==> config.mk <==
export PLATFORM = sky130hd
export DESIGN_NAME = dacc_mode_ctrl
export DESIGN_NICKNAME = d
export VERILOG_FILES = /design/src/inc/dacc_pkg.sv /design/src/rtl/dacc_ramp.sv /design/src/rtl/dacc_mode_ctrl.sv
export SDC_FILE = /design/constraint.sdc
export NUM_CORES = 1
export LEC_CHECK = 0
export BUFFER_PORTS_ARGS = -buffer_cell sky130_fd_sc_hd__buf_4
export CORE_MARGIN = 2
export CORE_UTILIZATION = 46
export DETAILED_ROUTE_END_ITERATION = 8
export PLACE_DENSITY_LB_ADDON = 0.05
export SLEW_MARGIN = 20
export SYNTH_ARGS = -nofsm -noshare
export SYNTH_HDL_FRONTEND = slang
export SYNTH_SLANG_ARGS = --single-unit
export TNS_END_PERCENT = 30
==> constraint.sdc <==
create_clock -name clock_i -period 5.81 [get_ports clock_i]
set_clock_uncertainty 0.1 [all_clocks]
set_input_delay 1.162 -clock clock_i [delete_from_list [all_inputs] [get_ports clock_i]]
set_output_delay 1.162 -clock clock_i [all_outputs]
set_load 0.01 [all_outputs]
==> src/inc/dacc_pkg.sv <==
/*
  Constants for the eight-channel audio converter mode-control block.
  Assumes 16-bit control words arrive already framed from the serial port.
*/
`default_nettype none
package dacc_pkg;
  // Control word layout.
  localparam int WORD_MARK_BIT = 15;
  localparam int INDEX_MSB     = 14;
  localparam int INDEX_LSB     = 8;
  localparam int DATA_MSB      = 7;
  // Register indices.
  localparam logic [6:0] REG_GAIN_CH1  = 7'h01;
  localparam logic [6:0] REG_GAIN_CH6  = 7'h06;
  localparam logic [6:0] REG_SILENCE   = 7'h07;
  localparam logic [6:0] REG_DISABLE   = 7'h08;
  localparam logic [6:0] REG_FILT_FORM = 7'h09;
  localparam logic [6:0] REG_RST_POL   = 7'h0A;
  localparam logic [6:0] REG_STEP_MODE = 7'h0D;
  localparam logic [6:0] REG_GAIN_CH7  = 7'h10;
  localparam logic [6:0] REG_GAIN_CH8  = 7'h11;
  localparam logic [6:0] REG_SIL_ALIAS = 7'h12;
  localparam logic [6:0] REG_DIS_ALIAS = 7'h13;
  // Field positions.
  localparam int ROLLOFF_BIT    = 5;
  localparam int FORMAT_MSB     = 3;
  localparam int SOFT_RESET_BIT = 7;
  localparam int ZERO_POL_BIT   = 6;
  localparam int PHASE_BIT      = 5;
  localparam int DEEMPH_MSB     = 4;
  localparam int DEEMPH_LSB     = 3;
  localparam int DEEMPH_EN_BIT  = 0;
  localparam int STEP_MODE_BIT  = 7;
  // Reset values.
  localparam logic [7:0] GAIN_RESET    = 8'hFF;
  localparam logic [3:0] FORMAT_RESET  = 4'h5;
  localparam logic [1:0] DEEMPH_RESET  = 2'h0;
  // Level thresholds: codes at or below these are infinite attenuation.
  localparam logic [7:0] SILENT_FINE   = 8'h80;
  localparam logic [7:0] SILENT_WIDE   = 8'h9A;
  localparam logic [7:0] ATTEN_INF     = 8'hFF;
  // Timing counts.
  localparam int FS_PER_STEP       = 8;
  localparam int SOFT_RESET_CLOCKS = 1024;
endpackage
`default_nettype wire

==> src/rtl/dacc_ramp.sv <==
/*
  One channel's attenuator: walks the applied level toward its goal.
  Assumes step_i pulses once every eight sampling periods.
*/
`timescale 1ns/100ps
`default_nettype none
module dacc_ramp (
  // Clock and reset.
  input  wire logic       clock_i,
  input  wire logic       rst_n_i,
  input  wire logic       clear_i,
  // Control.
  input  wire logic       step_i,
  input  wire logic       wide_mode_i,
  input  wire logic       silence_i,
  input  wire logic [7:0] target_i,
  // Applied state.
  output logic      [7:0] level_o,
  output logic      [7:0] atten_o,
  output logic            silent_o
);
  logic [7:0] thr;
  logic [7:0] goal;
  logic [7:0] drop;

  // Goal is the programmed code, or the silent floor when muted or when the code is below it.
  always_comb begin
    thr  = wide_mode_i ? dacc_pkg::SILENT_WIDE : dacc_pkg::SILENT_FINE;
    goal = (silence_i || target_i < thr) ? thr : target_i;
    drop = dacc_pkg::GAIN_RESET - level_o;
  end

  // One code step per tick; only a hardware reset or a soft reset clear jumps, straight to code 255.
  always_ff @(posedge clock_i or negedge rst_n_i) begin
    if (!rst_n_i) begin
      level_o <= 8'hFF;
    end else if (clear_i) begin
      level_o <= dacc_pkg::GAIN_RESET;
    end else if (step_i && level_o < goal) begin
      level_o <= level_o + 8'h01;
    end else if (step_i && level_o > goal) begin
      level_o <= level_o - 8'h01;
    end
  end

  // Attenuation in half-dB units; all ones means infinite.
  always_ff @(posedge clock_i or negedge rst_n_i) begin
    if (!rst_n_i) begin
      atten_o  <= 8'h00;
      silent_o <= 1'b0;
    end else begin
      silent_o <= (level_o <= thr);
      if (level_o <= thr) begin
        atten_o <= dacc_pkg::ATTEN_INF;
      end else if (wide_mode_i) begin
        atten_o <= {drop[6:0], 1'b0};
      end else begin
        atten_o <= drop;
      end
    end
  end
endmodule
`default_nettype wire

==> src/rtl/dacc_mode_ctrl.sv <==
/*
  Mode-control register bank of an eight-channel audio converter.
  Holds the per-channel attenuation, soft mute and output disable, the
  filter, format, phase, zero-flag and de-emphasis settings, and a soft
  reset sequencer. Control words arrive already framed as 16-bit words
  from the serial control port; fs_tick_i pulses once per sampling
  period, synchronous to clock_i.
*/
// How it works
// - Attenuation equals step size times code minus 255; reset code 255 is 0 dB.
// - Mode bit clear gives 0.5 dB steps to -63; set gives 1 dB to -100.
// - Codes up to 128 fine, or up to 154 wide, silence the channel.
// - Applied level moves one step per eight sampling periods toward target.
// - Each of eight channels keeps its own code; writes touch one only.
// - Mute ramps down to silence stepwise; unmute ramps back to target.
// - Channels seven and eight mute when either mute copy is set.
// - Disable bit feeds the output amplifier from common-mode; clear at reset.
// - Channels seven and eight disable when either disable copy is set.
// - Roll-off bit selects sharp at 0, the reset value, slow at 1.
// - Four-bit format field selects audio format; resets to left-justified.
// - Soft reset bit reinitialises all registers for 1024 system clocks.
// - Zero-flag polarity 0 drives flags high on zero, 1 drives low.
// - Phase bit 0 is normal, 1 inverts all outputs; resets to 0.
// - De-emphasis rate 00 is 44.1 kHz, 01 48 kHz, 10 32 kHz.
// - Every mute bit is zero after reset.
// - De-emphasis enable turns it on for all channels; clear at reset.
`timescale 1ns/100ps
`default_nettype none
module dacc_mode_ctrl #(
  parameter int CHANNELS     = 8,
  parameter int RESET_CLOCKS = dacc_pkg::SOFT_RESET_CLOCKS,
  parameter int STEP_PERIODS = dacc_pkg::FS_PER_STEP
) (
  // Clock and reset.
  input  wire logic                  clock_i,
  input  wire logic                  rst_n_i,
  // Framed control words from the serial port.
  input  wire logic                  word_valid_i,
  input  wire logic [15:0]           word_i,
  // Sampling-rate strobe.
  input  wire logic                  fs_tick_i,
  // Raw zero detection from the audio path.
  input  wire logic [1:0]            zero_detect_i,
  // Per-channel attenuator state, mute and output disable.
  output logic [8*CHANNELS-1:0]      channel_gain_code_o,
  output logic [8*CHANNELS-1:0]      channel_atten_o,
  output logic [CHANNELS-1:0]        channel_silent_o,
  output logic [CHANNELS-1:0]        channel_soft_silence_o,
  output logic [CHANNELS-1:0]        channel_output_disable_o,
  // Global settings.
  output logic                       gain_step_mode_o,
  output logic                       rolloff_select_o,
  output logic [3:0]                 audio_format_select_o,
  output logic                       global_phase_invert_o,
  output logic [1:0]                 deemphasis_rate_select_o,
  output logic                       deemphasis_all_enable_o,
  // Zero flags and reset status.
  output logic [1:0]                 zero_flag_o,
  output logic                       soft_reset_active_o
);
  localparam int RCW = $clog2(RESET_CLOCKS);
  localparam int SCW = $clog2(STEP_PERIODS);
  localparam logic [RCW-1:0] RESET_LAST = RCW'(RESET_CLOCKS - 1);
  localparam logic [SCW-1:0] STEP_LAST  = SCW'(STEP_PERIODS - 1);

  typedef enum logic [1:0] {
    DACC_RUN   = 2'b01,
    DACC_CLEAR = 2'b10
  } dacc_state_t;

  // Maps a register index to a gain channel; returns CHANNELS if none.
  function automatic int gain_channel(input logic [6:0] reg_sel);
    int ch;
    ch = CHANNELS;
    if (reg_sel >= dacc_pkg::REG_GAIN_CH1 && reg_sel <= dacc_pkg::REG_GAIN_CH6) begin
      ch = int'(reg_sel) - 1;
    end else if (reg_sel == dacc_pkg::REG_GAIN_CH7) begin
      ch = 6;
    end else if (reg_sel == dacc_pkg::REG_GAIN_CH8) begin
      ch = 7;
    end
    return ch;
  endfunction

  dacc_state_t     state_r;
  dacc_state_t     state_nxt;
  logic [RCW-1:0]  reset_count_r;
  logic [SCW-1:0]  fs_count_r;
  logic            step_r;
  logic            clear;
  logic            wr;
  logic [6:0]      wr_index;
  logic [7:0]      wr_data;
  logic [7:0]      gain_code_r [CHANNELS];
  logic [7:0]      silence_r;
  logic [1:0]      silence_alias_r;
  logic [7:0]      disable_r;
  logic [1:0]      disable_alias_r;
  logic            rolloff_r;
  logic [3:0]      format_r;
  logic            zero_pol_r;
  logic            phase_r;
  logic [1:0]      deemph_rate_r;
  logic            deemph_en_r;
  logic            step_mode_r;
  logic [7:0]      silence_eff;
  logic [7:0]      disable_eff;

  // Word decode: a word with bit 15 set is not a register write.
  always_comb begin
    wr       = word_valid_i && !word_i[dacc_pkg::WORD_MARK_BIT];
    wr_index = word_i[dacc_pkg::INDEX_MSB:dacc_pkg::INDEX_LSB];
    wr_data  = word_i[dacc_pkg::DATA_MSB:0];
    clear    = (state_r == DACC_CLEAR);
  end

  // Soft reset sequencer next state.
  always_comb begin
    state_nxt = state_r;
    case (state_r)
      DACC_RUN: begin
        if (wr && wr_index == dacc_pkg::REG_RST_POL &&
            wr_data[dacc_pkg::SOFT_RESET_BIT]) begin
          state_nxt = DACC_CLEAR;
        end
      end
      DACC_CLEAR: begin
        if (reset_count_r == RESET_LAST) begin
          state_nxt = DACC_RUN;
        end
      end
      default: begin
        state_nxt = DACC_RUN;
      end
    endcase
  end

  // Sequencer state register.
  always_ff @(posedge clock_i or negedge rst_n_i) begin
    if (!rst_n_i) begin
      state_r <= DACC_RUN;
    end else begin
      state_r <= state_nxt;
    end
  end

  // Counts the soft reset period in system clocks.
  always_ff @(posedge clock_i or negedge rst_n_i) begin
    if (!rst_n_i) begin
      reset_count_r <= '0;
    end else if (clear) begin
      reset_count_r <= reset_count_r + RCW'(1);
    end else begin
      reset_count_r <= '0;
    end
  end

  // Divides the sampling strobe down to one ramp step per eight periods.
  always_ff @(posedge clock_i or negedge rst_n_i) begin
    if (!rst_n_i) begin
      fs_count_r <= '0;
      step_r     <= 1'b0;
    end else if (clear) begin
      fs_count_r <= '0;
      step_r     <= 1'b0;
    end else begin
      step_r <= fs_tick_i && (fs_count_r == STEP_LAST);
      if (fs_tick_i) begin
        fs_count_r <= fs_count_r + SCW'(1);
      end
    end
  end

  // Per-channel gain codes; a write changes only the addressed channel.
  always_ff @(posedge clock_i or negedge rst_n_i) begin
    if (!rst_n_i) begin
      for (int i = 0; i < CHANNELS; i++) begin
        gain_code_r[i] <= dacc_pkg::GAIN_RESET;
      end
    end else if (clear) begin
      for (int i = 0; i < CHANNELS; i++) begin
        gain_code_r[i] <= dacc_pkg::GAIN_RESET;
      end
    end else if (wr && gain_channel(wr_index) < CHANNELS) begin
      gain_code_r[gain_channel(wr_index)] <= wr_data;
    end
  end

  // Soft mute bits and their channel seven and eight copies.
  always_ff @(posedge clock_i or negedge rst_n_i) begin
    if (!rst_n_i) begin
      silence_r       <= 8'h00;
      silence_alias_r <= 2'h0;
    end else if (clear) begin
      silence_r       <= 8'h00;
      silence_alias_r <= 2'h0;
    end else if (wr && wr_index == dacc_pkg::REG_SILENCE) begin
      silence_r <= wr_data;
    end else if (wr && wr_index == dacc_pkg::REG_SIL_ALIAS) begin
      silence_alias_r <= wr_data[1:0];
    end
  end

  // Output disable bits and their channel seven and eight copies.
  always_ff @(posedge clock_i or negedge rst_n_i) begin
    if (!rst_n_i) begin
      disable_r       <= 8'h00;
      disable_alias_r <= 2'h0;
    end else if (clear) begin
      disable_r       <= 8'h00;
      disable_alias_r <= 2'h0;
    end else if (wr && wr_index == dacc_pkg::REG_DISABLE) begin
      disable_r <= wr_data;
    end else if (wr && wr_index == dacc_pkg::REG_DIS_ALIAS) begin
      disable_alias_r <= wr_data[1:0];
    end
  end

  // Filter roll-off and audio format; reserved bits are not stored.
  always_ff @(posedge clock_i or negedge rst_n_i) begin
    if (!rst_n_i) begin
      rolloff_r <= 1'b0;
      format_r  <= dacc_pkg::FORMAT_RESET;
    end else if (clear) begin
      rolloff_r <= 1'b0;
      format_r  <= dacc_pkg::FORMAT_RESET;
    end else if (wr && wr_index == dacc_pkg::REG_FILT_FORM) begin
      rolloff_r <= wr_data[dacc_pkg::ROLLOFF_BIT];
      format_r  <= wr_data[dacc_pkg::FORMAT_MSB:0];
    end
  end

  // Zero-flag polarity, phase and de-emphasis settings.
  always_ff @(posedge clock_i or negedge rst_n_i) begin
    if (!rst_n_i) begin
      zero_pol_r    <= 1'b0;
      phase_r       <= 1'b0;
      deemph_rate_r <= dacc_pkg::DEEMPH_RESET;
      deemph_en_r   <= 1'b0;
    end else if (clear) begin
      zero_pol_r    <= 1'b0;
      phase_r       <= 1'b0;
      deemph_rate_r <= dacc_pkg::DEEMPH_RESET;
      deemph_en_r   <= 1'b0;
    end else if (wr && wr_index == dacc_pkg::REG_RST_POL) begin
      zero_pol_r    <= wr_data[dacc_pkg::ZERO_POL_BIT];
      phase_r       <= wr_data[dacc_pkg::PHASE_BIT];
      deemph_rate_r <= wr_data[dacc_pkg::DEEMPH_MSB:dacc_pkg::DEEMPH_LSB];
      deemph_en_r   <= wr_data[dacc_pkg::DEEMPH_EN_BIT];
    end
  end

  // Attenuation step mode.
  always_ff @(posedge clock_i or negedge rst_n_i) begin
    if (!rst_n_i) begin
      step_mode_r <= 1'b0;
    end else if (clear) begin
      step_mode_r <= 1'b0;
    end else if (wr && wr_index == dacc_pkg::REG_STEP_MODE) begin
      step_mode_r <= wr_data[dacc_pkg::STEP_MODE_BIT];
    end
  end

  // Channels seven and eight take either copy of mute and disable.
  always_comb begin
    silence_eff      = silence_r;
    silence_eff[7:6] = silence_r[7:6] | silence_alias_r;
    disable_eff      = disable_r;
    disable_eff[7:6] = disable_r[7:6] | disable_alias_r;
  end

  // One attenuator per channel.
  for (genvar c = 0; c < CHANNELS; c++) begin : g_ramp
    dacc_ramp u_ramp (
      .clock_i     (clock_i),
      .rst_n_i     (rst_n_i),
      .clear_i     (clear),
      .step_i      (step_r),
      .wide_mode_i (step_mode_r),
      .silence_i   (silence_eff[c]),
      .target_i    (gain_code_r[c]),
      .level_o     (channel_gain_code_o[8*c +: 8]),
      .atten_o     (channel_atten_o[8*c +: 8]),
      .silent_o    (channel_silent_o[c])
    );
  end

  // Settings presented to the datapath, all from flip-flops.
  always_ff @(posedge clock_i or negedge rst_n_i) begin
    if (!rst_n_i) begin
      channel_soft_silence_o   <= '0;
      channel_output_disable_o <= '0;
      gain_step_mode_o         <= 1'b0;
      rolloff_select_o         <= 1'b0;
      audio_format_select_o    <= dacc_pkg::FORMAT_RESET;
      global_phase_invert_o    <= 1'b0;
      deemphasis_rate_select_o <= dacc_pkg::DEEMPH_RESET;
      deemphasis_all_enable_o  <= 1'b0;
      zero_flag_o              <= 2'h0;
      soft_reset_active_o      <= 1'b0;
    end else begin
      channel_soft_silence_o   <= silence_eff[CHANNELS-1:0];
      channel_output_disable_o <= disable_eff[CHANNELS-1:0];
      gain_step_mode_o         <= step_mode_r;
      rolloff_select_o         <= rolloff_r;
      audio_format_select_o    <= format_r;
      global_phase_invert_o    <= phase_r;
      deemphasis_rate_select_o <= deemph_rate_r;
      deemphasis_all_enable_o  <= deemph_en_r;
      zero_flag_o              <= zero_detect_i ^ {2{zero_pol_r}};
      soft_reset_active_o      <= clear;
    end
  end
endmodule
`default_nettype wire

# Word level (Yosys, flattened, before mapping)
# Cells that the tools add are included.
dict set report op_classes {
  n_shift 0
  n_eq_ne 17
  muxes 91
  n_mul 0
  addsub 27
  div 0
  n_lt_le_gt_ge 37
  bitwise 4
  n_reduce_logical 58
}
# operator count
set op_table {}
lappend op_table {{8-bit 2-to-1 mux} 53}
lappend op_table {{8-bit < comparator} 16}
lappend op_table {{32-bit 2-to-1 mux} 4}
lappend op_table {{64-bit 2-to-1 mux} 2}
lappend op_table {{8-bit by 1-bit adder with 8-bit output, second input constant} 8}
lappend op_table {{64-bit bitwise mux} 1}
lappend op_table {{8-bit > comparator} 8}
lappend op_table {{8-bit <= comparator} 8}
lappend op_table {{8-bit by 1-bit subtractor with 8-bit output, second input constant} 8}
lappend op_table {{8-bit subtractor, first input constant} 8}
lappend op_table {{32-bit by 4-bit >= comparator with 1-bit output, second input constant} 1}
lappend op_table {{32-bit by 1-bit < comparator with 1-bit output, second input constant} 1}
lappend op_table {{32-bit by 5-bit < comparator with 1-bit output, second input constant} 1}
lappend op_table {{32-bit inverter} 1}
lappend op_table {{1-bit logical AND} 29}
lappend op_table {{7-bit by 4-bit equality test with 1-bit output, second input constant} 4}
lappend op_table {{7-bit by 5-bit equality test with 1-bit output, second input constant} 4}
lappend op_table {{8-bit demux with 3-bit select} 1}
lappend op_table {{3-bit nonzero test} 8}
lappend op_table {{2-bit 2-to-1 mux} 10}
lappend op_table {{2-bit nonzero test} 9}
lappend op_table {{4-bit 2-to-1 mux} 4}
lappend op_table {{1-bit 2-to-1 mux} 11}
lappend op_table {{10-bit by 1-bit adder with 10-bit output, second input constant} 1}
lappend op_table {{other kinds (20)} 33}
dict set report totals {
  input_bits 22
  latchBits 0
  out_inout_bits 165
  ramBits 0
  wordCells 291
  regBits 276
  mem_bits_ro 0
  memories 0
}

# Logic depth before layout (Yosys ltp)
# Gate-level depths: netlist of the first run.
dict set report depth {
  word_depth 17
  depth_mapped 21
  mapped_depth_nobuf 19
}

# By module
# A second synthesis of the first run with hierarchy kept.
dict set report hier_totals {
  cells_unflattened 1614
  hier_area_um2 17317.9
}
# module instances area_each_um2 cells_each
set modules_own_cells {}
lappend modules_own_cells {dacc_ramp 8 1425.1 137}
lappend modules_own_cells {dacc_mode_ctrl 1 5916.9 518}

# Least setup slack after synthesis of the first run
# No wires, ideal clock.
dict set report synth_path {
  kind {reg-to-reg}
  start {register step_mode_r}
  end {register g_ramp[6].u_ramp.level_o[7]}
  setup_ns 0.075
  path_slack_ns -0.052
  period_less_slack_ns 5.862
  stages_incl_launch_ff 22
  t_arrival_ns 5.688
  path_cell_list {dfrtp_1 -> clkbuf_1 -> clkinv_1 -> clkbuf_1 -> ha_1 -> o31a_1 -> o21ai_0 -> nand2_1 -> nand3_1 -> mux2i_1 -> ha_1 -> nand3_1 -> o221ai_1 -> a2111oi_0 -> inv_1 -> ha_1 -> a21o_1 -> a41oi_1 -> o21ai_0 -> o31ai_1 -> mux2i_1 -> mux2i_1}
}
dict set report synth_via {
  elab_chain_len 8
  word_cells_on_any_way 11
  classes_between {order compare (3); mux (4); reduce/logical (4)}
}
# item line_no
set synth_rtl {}
lappend synth_rtl {{from (decl)} dacc_mode_ctrl.sv:105} ;# logic step_mode_r;
lappend synth_rtl {{from (signal assigned)} dacc_mode_ctrl.sv:260} ;# step_mode_r <= wr_data[dacc_pkg::STEP_MODE_BIT];
lappend synth_rtl {{5-bit 2-to-1 mux *} dacc_ramp.sv:28} ;# thr = wide_mode_i ? dacc_pkg::SILENT_WIDE : dacc_pkg::SILENT_FINE;
lappend synth_rtl {{8-bit < comparator} dacc_ramp.sv:29} ;# goal = (silence_i || target_i < thr) ? thr : target_i;
lappend synth_rtl {{1-bit logical OR} dacc_ramp.sv:29}
lappend synth_rtl {{8-bit 2-to-1 mux *} dacc_ramp.sv:29}
lappend synth_rtl {{8-bit < comparator} dacc_ramp.sv:39} ;# end else if (step_i && level_o < goal) begin
lappend synth_rtl {{1-bit logical AND} dacc_ramp.sv:39}
lappend synth_rtl {{8-bit 2-to-1 mux} dacc_ramp.sv:39}
lappend synth_rtl {{8-bit 2-to-1 mux} dacc_ramp.sv:37} ;# end else if (clear_i) begin
lappend synth_rtl {{to (signal assigned)} dacc_ramp.sv:38} ;# level_o <= dacc_pkg::GAIN_RESET;
lappend synth_rtl {{to (signal assigned)} dacc_ramp.sv:40} ;# level_o <= level_o + 8'h01;
lappend synth_rtl {{to (signal assigned)} dacc_ramp.sv:42} ;# level_o <= level_o - 8'h01;
lappend synth_rtl {{to (decl)} dacc_ramp.sv:18} ;# output logic [7:0] level_o,
# Mark *: on every way between the ends. The rest lies on a longest branch, timed or not.
# A chain may end at the register's enable or synchronous reset.

# Worst setup path in the final report of the first run
dict set report layout_path {
  start {register step_mode_r}
  end {register g_ramp[4].u_ramp.level_o[7]}
}
dict set report layout_via {
  elab_chain_len 8
  word_cells_on_any_way 11
  classes_between {order compare (3); mux (4); reduce/logical (4)}
}
# item line_no
set layout_rtl {}
lappend layout_rtl {{5-bit 2-to-1 mux *} dacc_ramp.sv:28}
lappend layout_rtl {{8-bit < comparator} dacc_ramp.sv:29}
lappend layout_rtl {{1-bit logical OR} dacc_ramp.sv:29}
lappend layout_rtl {{8-bit 2-to-1 mux *} dacc_ramp.sv:29}
lappend layout_rtl {{8-bit < comparator} dacc_ramp.sv:39}
lappend layout_rtl {{1-bit logical AND} dacc_ramp.sv:39}
lappend layout_rtl {{8-bit 2-to-1 mux} dacc_ramp.sv:39}
lappend layout_rtl {{8-bit 2-to-1 mux} dacc_ramp.sv:37}
lappend layout_rtl {{to (signal assigned)} dacc_ramp.sv:38}
lappend layout_rtl {{to (signal assigned)} dacc_ramp.sv:40}
lappend layout_rtl {{to (signal assigned)} dacc_ramp.sv:42}
lappend layout_rtl {{to (decl)} dacc_ramp.sv:18}
# Marks and branches as above.

==> flow_summary.json, run 1 <==
{
  "synth_top_area_share_pct": 22.00,
  "avgSynthCellArea_sq_um": 10.24,
  "cp_data_arrival_time_ns": 5.71,
  "finalWorstSetupSlack_ns": 0.4311,
  "ys_seq_area_share_pct": 43.48,
  "gp_congestion": 0.8316,
  "ioPinCount": 187,
  "yosys.area.top_type": "dfrtp_1",
  "ir_worst_vdd_uv": 215.1,
  "cap_viol_max_count": 0,
  "via_per_inst": 5.466,
  "wl_per_cell_microns": 17.42,
  "report.final.slew_viol_count": 0,
  "core_sq_um": 34710,
  "vias": 12281,
  "min_from": "format_r[2]",
  "postSynthCellCount": 1589,
  "gr-max-usage-layer": "met2",
  "drcViolationCount": 0,
  "setup_tns_ns": 0,
  "synth-seq-cells": 276,
  "rr_endpoint": "g_ramp[4].u_ramp.level_o[7]",
  "drive_gt1_share_pct": 25.61,
  "fmax_mhz": 185.9,
  "final_cell_area_sq_um": 19320,
  "num_rows": 68,
  "layout_commonest_cell": "buf_4",
  "insertedDiodeCount": 0,
  "clkSinkCount": 276,
  "clock_latency_ns": 0.51,
  "dp_hpwl_mm": 26.45,
  "syn2layout_area_growth_pct": 18.74,
  "drt-total-wl_mm": 39.15,
  "drtIter0Drc": 575,
  "cts_tree": "yes",
  "async_flop_share_pct": 100.0,
  "rsz0062_at_grt": "yes",
  "grt_use_total_pct": 21.72,
  "synthTopCellsByArea": "dfrtp_1, dfstp_2, ha_1, mux2i_1, a21oi_1",
  "synth.distinct_cells": 66,
  "drt-pass1-iter-count": 5,
  "hold_path_depth": 0,
  "instances_no_fill": 2247,
  "yosysWarnings": 0,
  "design.die.area_sq_um": 36880,
  "fin_util_pct": 55.64,
  "grt_use_met3_pct": 3.417,
  "die_w_microns": 192.1,
  "fin_crit_sh_pct": 92.58,
  "worst_slew_pin_slew_ns": 1.036,
  "grt_use_met1_pct": 30.74,
  "status": "complete, no violations",
  "r2r_start": "step_mode_r",
  "synth_edf_count": 0,
  "grt_max_degree": 107,
  "syn_area_sq_um": 16270,
  "grt_pass1_vias": 12188,
  "max-clock-path-buffers": 3,
  "required_ns": 6.14,
  "portBuffers": 186,
  "grt_pass1_wl_mm": 64.71,
  "cts_max_level": 2,
  "antenna_found_initial": 0,
  "antenna_left": 0,
  "p_per_area_nw_per_um2": 222.9,
  "cp_max_fo": 29,
  "leakagePower_uw": 0.008665,
  "cts_made_buffers": 34,
  "fin_crit_ns": 5.379,
  "worstSetupEndpointType": "flip-flop",
  "clkSlewWorstSetupHoldPaths_ns": 0.06,
  "dpl.cell_count": 2185,
  "ff2ff_path_depth": 18,
  "hold_buffers": 0,
  "setup_viol": 0,
  "mostFrequentLayoutCells": "buf_4, ha_1, a21oi_1, dfrtp_1, nand2_1",
  "place_worst_setup_slack_ns": 0.4615,
  "start_util_pct": 46.86,
  "ys.flop_type": "dfrtp_1",
  "hold_viol": 0,
  "r2r_slack_ns": 0.43,
  "final_nets": 1964,
  "die_y_microns": 192.1,
  "max_slew_margin_pct": 30.35,
  "min_to": "audio_format_select_o[2]",
  "post_dp_cell_area_sq_um": 18080,
  "grt_use_met2_pct": 35.13,
  "overflow": 0,
  "worst_setup_path_start_kind": "flip-flop",
  "criticalPathCategory": "reg2reg",
  "root_buffer": "clkbuf_16",
  "hold_class": "reg2reg"
}
## registers in the layout (all words and copies together) (netlist names), 8 cells and up
name	cells
gain_code_r	64
g_ramp.u_ramp.level_o	64
g_ramp.u_ramp.silent_o	8
g_ramp.u_ramp.atten_o	64
channel_soft_silence_o	8
reset_count_r	10
channel_output_disable_o	8
disable_r	8
silence_r	8
## synthesized netlist by cell type, types with 11 or more instances
master	instances
nor2b_1	16
dfrtp_1	143
or3_1	13
nand3b_1	16
clkbuf_1	39
nor3_1	66
or2_2	45
xor2_1	23
a21o_1	27
o211ai_1	27
nand4_1	25
ha_1	168
inv_1	57
a21oi_1	147
nor2_1	85
mux2i_1	124
o31ai_1	15
dfstp_2	133
o21ai_0	52
nand3_1	46
nand2_1	138
nand2b_1	11
xnor2_1	36
## power by group
part	internal, uW	switching, uW	total (uW)
clock	1450	822	2270
sequential	1930	0.259	1930
combinational	26.3	76.1	102
total	3410	898	4310
## per-layer routing
layer | routed length [microns] | up-vias
li1 | - | 6041
met1 | 18890 | 5998
met2 | 17900 | 202
met3 | 1690 | 40
met4 | 658 | 0
met5 | 0 | -
## area by class of cell
cell class / count / area, sq um
Clock buffer: 50 / 1065
Clock inverter: 12 / 173.9
Fill cell: 3106 / 15400
Inverter: 60 / 227.7
Multi-Input combinational cell: 1196 / 8697
Sequential cell: 276 / 7077
Tap cell: 455 / 569.3
Timing Repair Buffer: 198 / 1506
## metrics by stage
step,hold slack [ns],total power (uW)
after detailed placement,0.2603,2065
after global routing,0.2724,4463
after CTS,0.2674,4367
final,0.2662,4306
after global placement,0.2569,2064
after floorplan,0.2535,1993
## repair_timing
item,4_1_cts,5_1_grt
buffers inserted,0,0
resized for setup,0,0
endpoints found under the setup margin,0,1
## worst max path at each step
stage / startpoint / to / slack [ns] / depth (start not counted)
after floorplan: step_mode_r / g_ramp[6].u_ramp.level_o[7] / 0.37 / 21
after global placement: step_mode_r / g_ramp[5].u_ramp.level_o[7] / 0.64 / 18
after detailed placement: step_mode_r / g_ramp[4].u_ramp.level_o[7] / 0.46 / 18
after CTS: step_mode_r / g_ramp[4].u_ramp.level_o[7] / 0.43 / 18
after global routing: step_mode_r / g_ramp[6].u_ramp.level_o[7] / -0.005 / 21
final: step_mode_r / g_ramp[4].u_ramp.level_o[7] / 0.43 / 18
## cells by family (layout without fill, tap and decap cells)
family                   count (synthesis)  after routing  share of synthesized area (%)
AO/OA/AOI/OAI                          328            328                          12.88
AND/OR/NAND/NOR                        499            499                          15.51
flip-flops                             276            276                          43.48
multiplexers                           126            126                          7.769
adder cells (fa/ha/maj)                176            176                          13.91
XOR/XNOR                                59             59                          3.177
other                                    1              8                        0.02305
buffers and inverters                  124            320                          3.261
## worst max-delay path, cell delays in order, from the launching register on
cell and delay (ns):
dfrtp_4 0.47, inv_2 0.51, ha_1 0.34, a21oi_1 0.13, nor2b_1 0.07, o41ai_2 0.54
mux2i_1 0.28, ha_1 0.27, nor2b_1 0.14, o211ai_1 0.15, a21oi_1 0.13, or3_1 0.54
ha_1 0.34, a21o_1 0.19, a41oi_1 0.20, o21ai_0 0.17, o31ai_1 0.28, mux2i_1 0.25
mux2i_1 0.20
Note: power is estimated with default switching activity, not from simulation.
==> run 2: changes to the inputs <==
--- a/config.mk
+++ b/config.mk
@@ -5,6 +5,7 @@
 export SDC_FILE = /design/constraint.sdc
 export NUM_CORES = 1
 export LEC_CHECK = 0
+export ABC_AREA = 1
 export BUFFER_PORTS_ARGS = -buffer_cell sky130_fd_sc_hd__buf_4
 export CORE_MARGIN = 2
 export CORE_UTILIZATION = 46
==> run 2 against run 1 <==
  * Die area grew 3.6%
  * Total power up 130%
  * Combinational power grew to 43 times the previous value
  * First-iteration DRC count up 21%
  * Synthesized cell count grew 30%
  * Core utilization shrank 0.90 points
  * Sequential share of layout area is 1.1 points lower
  * Flip-flop and latch count stayed put
  * Global-route usage grew 1.1 points
==> flow_summary.json, run 2 <==
{
  "status": "complete, no violations",
  "clkSlewWorstSetupHoldPaths_ns": 0.05,
  "netSwitchingPower_uw": 4024,
  "antenna_left": 0,
  "dpl.cell_count": 2687,
  "drt-total-wl_mm": 42.78,
  "grt_use_total_pct": 22.80,
  "worstSetupEndpointType": "flip-flop",
  "leakagePower_uw": 0.009765,
  "grt_pass1_wl_mm": 70.95,
  "ioPinCount": 187,
  "drive_gt1_share_pct": 18.89,
  "synth.distinct_cells": 42,
  "r2r_start": "step_mode_r",
  "vias": 14401,
  "hold_class": "reg2reg",
  "hold_buffers": 0,
  "cts_made_buffers": 35,
  "internal_power_uw": 6045,
  "largestRegisters": "g_ramp.u_ramp.atten_o: 64 flops, g_ramp.u_ramp.level_o: 64 flops, gain_code_r: 64 flops",
  "clock_power_share_pct": 21.5,
  "cts_max_level": 2,
  "grt_pass1_vias": 13951,
  "fin_util_pct": 54.74,
  "layout_commonest_cell": "nand2_1",
  "drtIter0Drc": 698,
  "final_cell_area_sq_um": 19900,
  "max_slew_margin_pct": 43.28,
  "clock_latency_ns": 0.53,
  "finalPower_uw": 10070,
  "clkSinkCount": 276,
  "final_nets": 2454,
  "ys.flop_type": "dfrtp_1",
  "yosysWarnings": 0,
  "root_buffer": "clkbuf_16",
  "rr_endpoint": "g_ramp[0].u_ramp.level_o[6]",
  "yosys.area.top_type": "dfrtp_1",
  "dp_hpwl_mm": 29.12,
  "fmax_mhz": 223.1,
  "report.final.slew_viol_count": 0,
  "hold_path_depth": 0,
  "overflow": 0,
  "setup_viol": 0,
  "instances_no_fill": 2751,
  "die_y_microns": 195.5,
  "fin_crit_sh_pct": 77.15,
  "cp_data_arrival_time_ns": 4.84,
  "design.die.area_sq_um": 38210,
  "required_ns": 6.17,
  "synth.most_common_cell": "nand2_1",
  "cap_viol_max_count": 0,
  "via_per_inst": 5.235,
  "cts_tree": "yes",
  "async_flop_share_pct": 100.0,
  "max-clock-path-buffers": 3,
  "cts_resized": 0,
  "num_rows": 70,
  "cp_max_fo": 80,
  "wl_per_cell_microns": 15.55,
  "core_sq_um": 36350,
  "postSynthCellCount": 2070,
  "hold_viol": 0,
  "gp_congestion": 0.8340,
  "ys_seq_area_share_pct": 41.94,
  "drcViolationCount": 0,
  "p_per_area_nw_per_um2": 506.1,
  "grt_max_degree": 102,
  "min_from": "format_r[0]",
  "avgSynthCellArea_sq_um": 8.147,
  "antenna_found_initial": 1,
  "yosys-top-cells-count": "nand2_1, inv_1, nand3_1",
  "synth-seq-cells": 276,
  "comb_power_share_pct": 43.2,
  "startpoint": "step_mode_r",
  "ir_worst_vdd_uv": 277.2,
  "start_util_pct": 46.40,
  "post_dp_cell_area_sq_um": 18750,
  "setup_tns_ns": 0,
  "rsz0062_at_grt": "no",
  "postCtsSetupBuffers": 0,
  "portBuffers": 186,
  "criticalPathCategory": "reg2reg",
  "synthTopCellsByArea": "dfrtp_1, dfstp_2, nand2_1, ha_1, nand3_1",
  "swShare_pct": 39.97,
  "drt-pass1-iter-count": 5,
  "synth_top_area_share_pct": 21.22,
  "r2r_slack_ns": 1.33,
  "seqPwrFrac_pct": 35.3,
  "ff2ff_path_depth": 22,
  "fin_crit_ns": 4.482,
  "nFillCells": 3461,
  "syn_area_sq_um": 16860,
  "mostFrequentLayoutCells": "nand2_1, inv_1, buf_4, nand3_1, ha_1",
  "min_to": "audio_format_select_o[0]",
  "synth_edf_count": 0,
  "worst_slew_pin_slew_ns": 0.8509,
  "die_w_microns": 195.5,
  "worst_setup_path_start_kind": "flip-flop",
  "syn2layout_area_growth_pct": 17.98
}
==> run 2: how the worst max path moves through the flow <==
stage	slack (ns)	endpoint	depth (start not counted)
CTS	1.33	g_ramp[0].u_ramp.level_o[6]	22
global route	0.84	g_ramp[3].u_ramp.level_o[6]	22
global placement	1.45	g_ramp[1].u_ramp.level_o[6]	22
finish	1.33	g_ramp[0].u_ramp.level_o[6]	22
floorplan	0.90	g_ramp[7].u_ramp.level_o[6]	24
detailed placement	1.34	g_ramp[2].u_ramp.level_o[6]	22
==> run 2: power groups by stage <==
stage	registers (uW)	logic, uW	clock network [uW]
3_3_place_gp	3580	4250	0
3_5_place_dp	3580	4370	0
6_report	3550	4350	2170
2_1_floorplan	3530	2800	0
5_1_grt	3660	5030	2310
4_1_cts	3560	4400	2240
==> run 2: logic make-up (layout without fill, tap and decap cells) <==
logic type / after synthesis / count (layout) / synth area share (%)
AO/OA/AOI/OAI: 339 / 339 / 11.58
XOR/XNOR: 27 / 27 / 1.402
adder cells (fa/ha/maj): 176 / 176 / 13.41
buffers and inverters: 250 / 455 / 5.772
flip-flops: 276 / 276 / 41.94
multiplexers: 1 / 1 / 0.06677
other: 1 / 9 / 0.02224
AND/OR/NAND/NOR: 1000 / 1000 / 25.80
==> run 2: cell type report <==
| class | count | area [sq um] | share of cell area (%) |
|---|---|---|---|
| multi-input combinational | 1551 | 8851 | 44.48 |
| sequential | 276 | 7074 | 35.56 |
| timing repair buffer | 194 | 1489 | 7.483 |
| clock buffer | 51 | 1028 | 5.169 |
| inverter | 198 | 748.2 | 3.761 |
| tap | 468 | 585.6 | 2.943 |
| clock inverter | 12 | 117.6 | 0.5911 |
| antenna | 1 | 2.502 | 0.01258 |
==> run 2: metrics by stage <==
step / hold slack, ns / setup slack [ns]
2_1_floorplan: 0.2540 / 0.9008
3_3_place_gp: 0.2570 / 1.454
3_5_place_dp: 0.2586 / 1.343
4_1_cts: 0.2680 / 1.326
5_1_grt: 0.2727 / 0.8419
6_report: 0.2659 / 1.328
==> run 2: worst max-delay path, stage by stage, from the launching register on <==
cell     delay [ns]
dfrtp_2        0.42
inv_4          0.61
ha_1           0.27
a21oi_1        0.04
o21ai_0        0.32
nand2_1        0.20
nand2_1        0.14
o21ai_0        0.12
ha_1           0.30
a21oi_1        0.15
o21ai_0        0.09
nand2_1        0.11
nand2_1        0.29
fa_1           0.52
nand3_1        0.09
nand3_1        0.11
nand2_1        0.08
nand2_1        0.05
a21oi_1        0.15
nand2_1        0.07
nand2_1        0.06
nor2_1         0.04
nor2_1         0.08
==> run 2: layer usage <==
layer  part of all wire [%]  global-route usage [%]  vias to the layer above  wire [microns]
met5                      0                       0                        -               0
met1                     48                   31.82                     6802           20400
li1                       -                       -                     7288               -
met3                    4.1                   3.316                       55            1752
met2                     46                   36.77                      256           19690
met4                    2.2                   7.012                        0             945
==> run 3: changes to the inputs <==
==> constraint.sdc (replaced) <==
create_clock -name clock_i -period 3.7 [get_ports clock_i]
set_clock_uncertainty 0.1 [all_clocks]
set_input_delay 0.74 -clock clock_i [delete_from_list [all_inputs] [get_ports clock_i]]
set_output_delay 0.74 -clock clock_i [all_outputs]
set_load 0.01 [all_outputs]
==> run 3 against run 2 <==
  * Largest power group unchanged
  * Largest cell class unchanged
  * Die area is the same
  * Total power increased by 66%
  * Register-to-register slack worse by 1.3 ns
  * Critical path type unchanged
  * Wire length increased by 6.0%
==> flow_summary.json, run 3 (same netlist as run 2, synthesis figures left out) <==
{
  "vias": 14795,
  "swShare_pct": 40.48,
  "drt-total-wl_mm": 45.34,
  "die_y_microns": 195.5,
  "worst_slew_pin_slew_ns": 0.9493,
  "drt-pass1-iter-count": 5,
  "max_slew_margin_pct": 36.72,
  "grt_max_degree": 118,
  "ir_worst_vdd_uv": 390.1,
  "hold_viol": 0,
  "cp_max_fo": 15,
  "seqPwrFrac_pct": 33.7,
  "cts_tree": "yes",
  "clock_latency_ns": 0.52,
  "grt_use_total_pct": 22.84,
  "cp_data_arrival_time_ns": 4.02,
  "clock_power_share_pct": 19.7,
  "leakagePower_uw": 0.01015,
  "setup_viol": 0,
  "largestRegisters": "g_ramp.u_ramp.atten_o: 64 flops, g_ramp.u_ramp.level_o: 64 flops, gain_code_r: 64 flops",
  "rr_endpoint": "g_ramp[5].u_ramp.level_o[6]",
  "internal_power_uw": 9956,
  "clkSlewWorstSetupHoldPaths_ns": 0.06,
  "syn2layout_area_growth_pct": 25.94,
  "criticalPathCategory": "reg2reg",
  "rsz0062_at_grt": "yes",
  "fin_crit_ns": 3.666,
  "portBuffers": 186,
  "insertedDiodeCount": 0,
  "setup_tns_ns": 0,
  "fin_util_pct": 58.43,
  "drcViolationCount": 0,
  "r2r_slack_ns": 0.03,
  "antenna_left": 0,
  "final_nets": 2522,
  "ioPinCount": 187,
  "wl_per_cell_microns": 16.09,
  "design.die.area_sq_um": 38210,
  "antenna_found_initial": 0,
  "max-clock-path-buffers": 3,
  "clkSinkCount": 276,
  "root_buffer": "clkbuf_16",
  "drtIter0Drc": 792,
  "fmax_mhz": 272.7,
  "r2r_start": "step_mode_r",
  "dp_hpwl_mm": 30.05,
  "comb_power_share_pct": 46.6,
  "grt_pass1_wl_mm": 71.51,
  "drive_gt1_share_pct": 27.45,
  "status": "complete, no violations",
  "cts_max_level": 2,
  "cap_viol_max_count": 0,
  "hold_class": "in2async",
  "worstSetupEndpointType": "flip-flop",
  "via_per_inst": 5.250,
  "netSwitchingPower_uw": 6770,
  "gp_congestion": 0.8540,
  "overflow": 0,
  "p_per_area_nw_per_um2": 787.6,
  "start_util_pct": 46.40,
  "die_w_microns": 195.5,
  "fin_crit_sh_pct": 99.09,
  "core_sq_um": 36350,
  "ff2ff_path_depth": 23,
  "num_rows": 70,
  "cts_made_buffers": 34,
  "report.final.slew_viol_count": 0,
  "mostFrequentLayoutCells": "nand2_1, buf_4, inv_1, nand3_1, dfrtp_1",
  "grt_pass1_vias": 14186,
  "required_ns": 4.05,
  "worst_setup_path_start_kind": "flip-flop",
  "layout_commonest_cell": "nand2_1"
}
-- run 3: stage by stage --
| stage | cells | hold slack, ns | instance area [sq um] | setup WS [ns] | total power (uW) |
|---|---|---|---|---|---|
| global route | 2818 | 0.2705 | 21240 | -0.2255 | 18170 |
| floorplan | 2077 | 0.2540 | 17020 | -0.004059 | 10040 |
| finish | 2818 | 0.2342 | 21240 | 0.03356 | 16730 |
| global placement | 2709 | 0.2575 | 19030 | -0.01299 | 12360 |
| detailed placement | 2709 | 0.2593 | 19030 | -0.1180 | 12560 |
| CTS | 2771 | 0.2509 | 20180 | 0.008664 | 15970 |
-- run 3: worst max-delay path by stage --
stage                            from                           to  slack (ns)  cells after the start
after floorplan           step_mode_r  g_ramp[7].u_ramp.level_o[6]      -0.004                     24
after global placement    step_mode_r  g_ramp[6].u_ramp.level_o[7]       -0.01                     20
after detailed placement  step_mode_r  g_ramp[0].u_ramp.level_o[7]       -0.12                     20
after CTS                 step_mode_r  g_ramp[2].u_ramp.level_o[7]       0.009                     20
after global routing      step_mode_r  g_ramp[6].u_ramp.level_o[7]       -0.23                     21
final                     step_mode_r  g_ramp[5].u_ramp.level_o[6]        0.03                     23
-- run 3: metal layers --
layer / vias up / part of all wire (%) / global-route usage (%)
li1: 7437 / - / -
met1: 7033 / 47 / 31.53
met2: 276 / 47 / 37.25
met3: 49 / 4.7 / 3.955
met4: 0 / 1.9 / 5.994
met5: - / 0 / 0
-- run 3: critical path, cell delays in order (launching register included) --
cell and delay, ns:
dfrtp_2 0.52, buf_12 0.16, inv_12 0.05, or3_4 0.33
a21oi_2 0.17, o21ai_2 0.10, nand2_2 0.14, nand2_2 0.10
o21ai_2 0.07, ha_1 0.26, a21oi_2 0.12, o21ai_1 0.08
nand2_2 0.13, nand2_4 0.11, fa_2 0.42, nand3_2 0.07
nand3_2 0.08, nand2_1 0.08, nand2_1 0.07, a21oi_2 0.17
nand2_1 0.07, nand2_1 0.06, nor2_1 0.04, nor2_1 0.10
-- run 3: timing repair --
| action | 4_1_cts | 5_1_grt |
|---|---|---|
| pin swaps | 2 | 70 |
| setup buffers | 0 | 37 |
| cloned | 0 | 10 |
| hold buffers | 0 | 0 |
| setup endpoints to repair | 18 | 39 |
| gates resized for setup | 5 | 164 |
-- run 3: layout make-up --
type / instances / area [sq um]
clock inverter: 12 / 62.56
inverter: 198 / 758.2
fill: 3274 / 15110
clock buffer: 50 / 1065
tap: 468 / 585.6
multi-input combinational: 1559 / 9694
timing repair buffer: 253 / 1973
sequential: 276 / 7074
timing repair inverter: 2 / 25.02
-- run 3: power by group through the flow --
stage	sequential (uW)	combinational [uW]	clock, uW
2_1_floorplan	5560	4470	0
3_3_place_gp	5610	6750	0
3_5_place_dp	5620	6930	0
4_1_cts	5590	6990	3390
5_1_grt	5790	8870	3510
6_report	5630	7790	3300
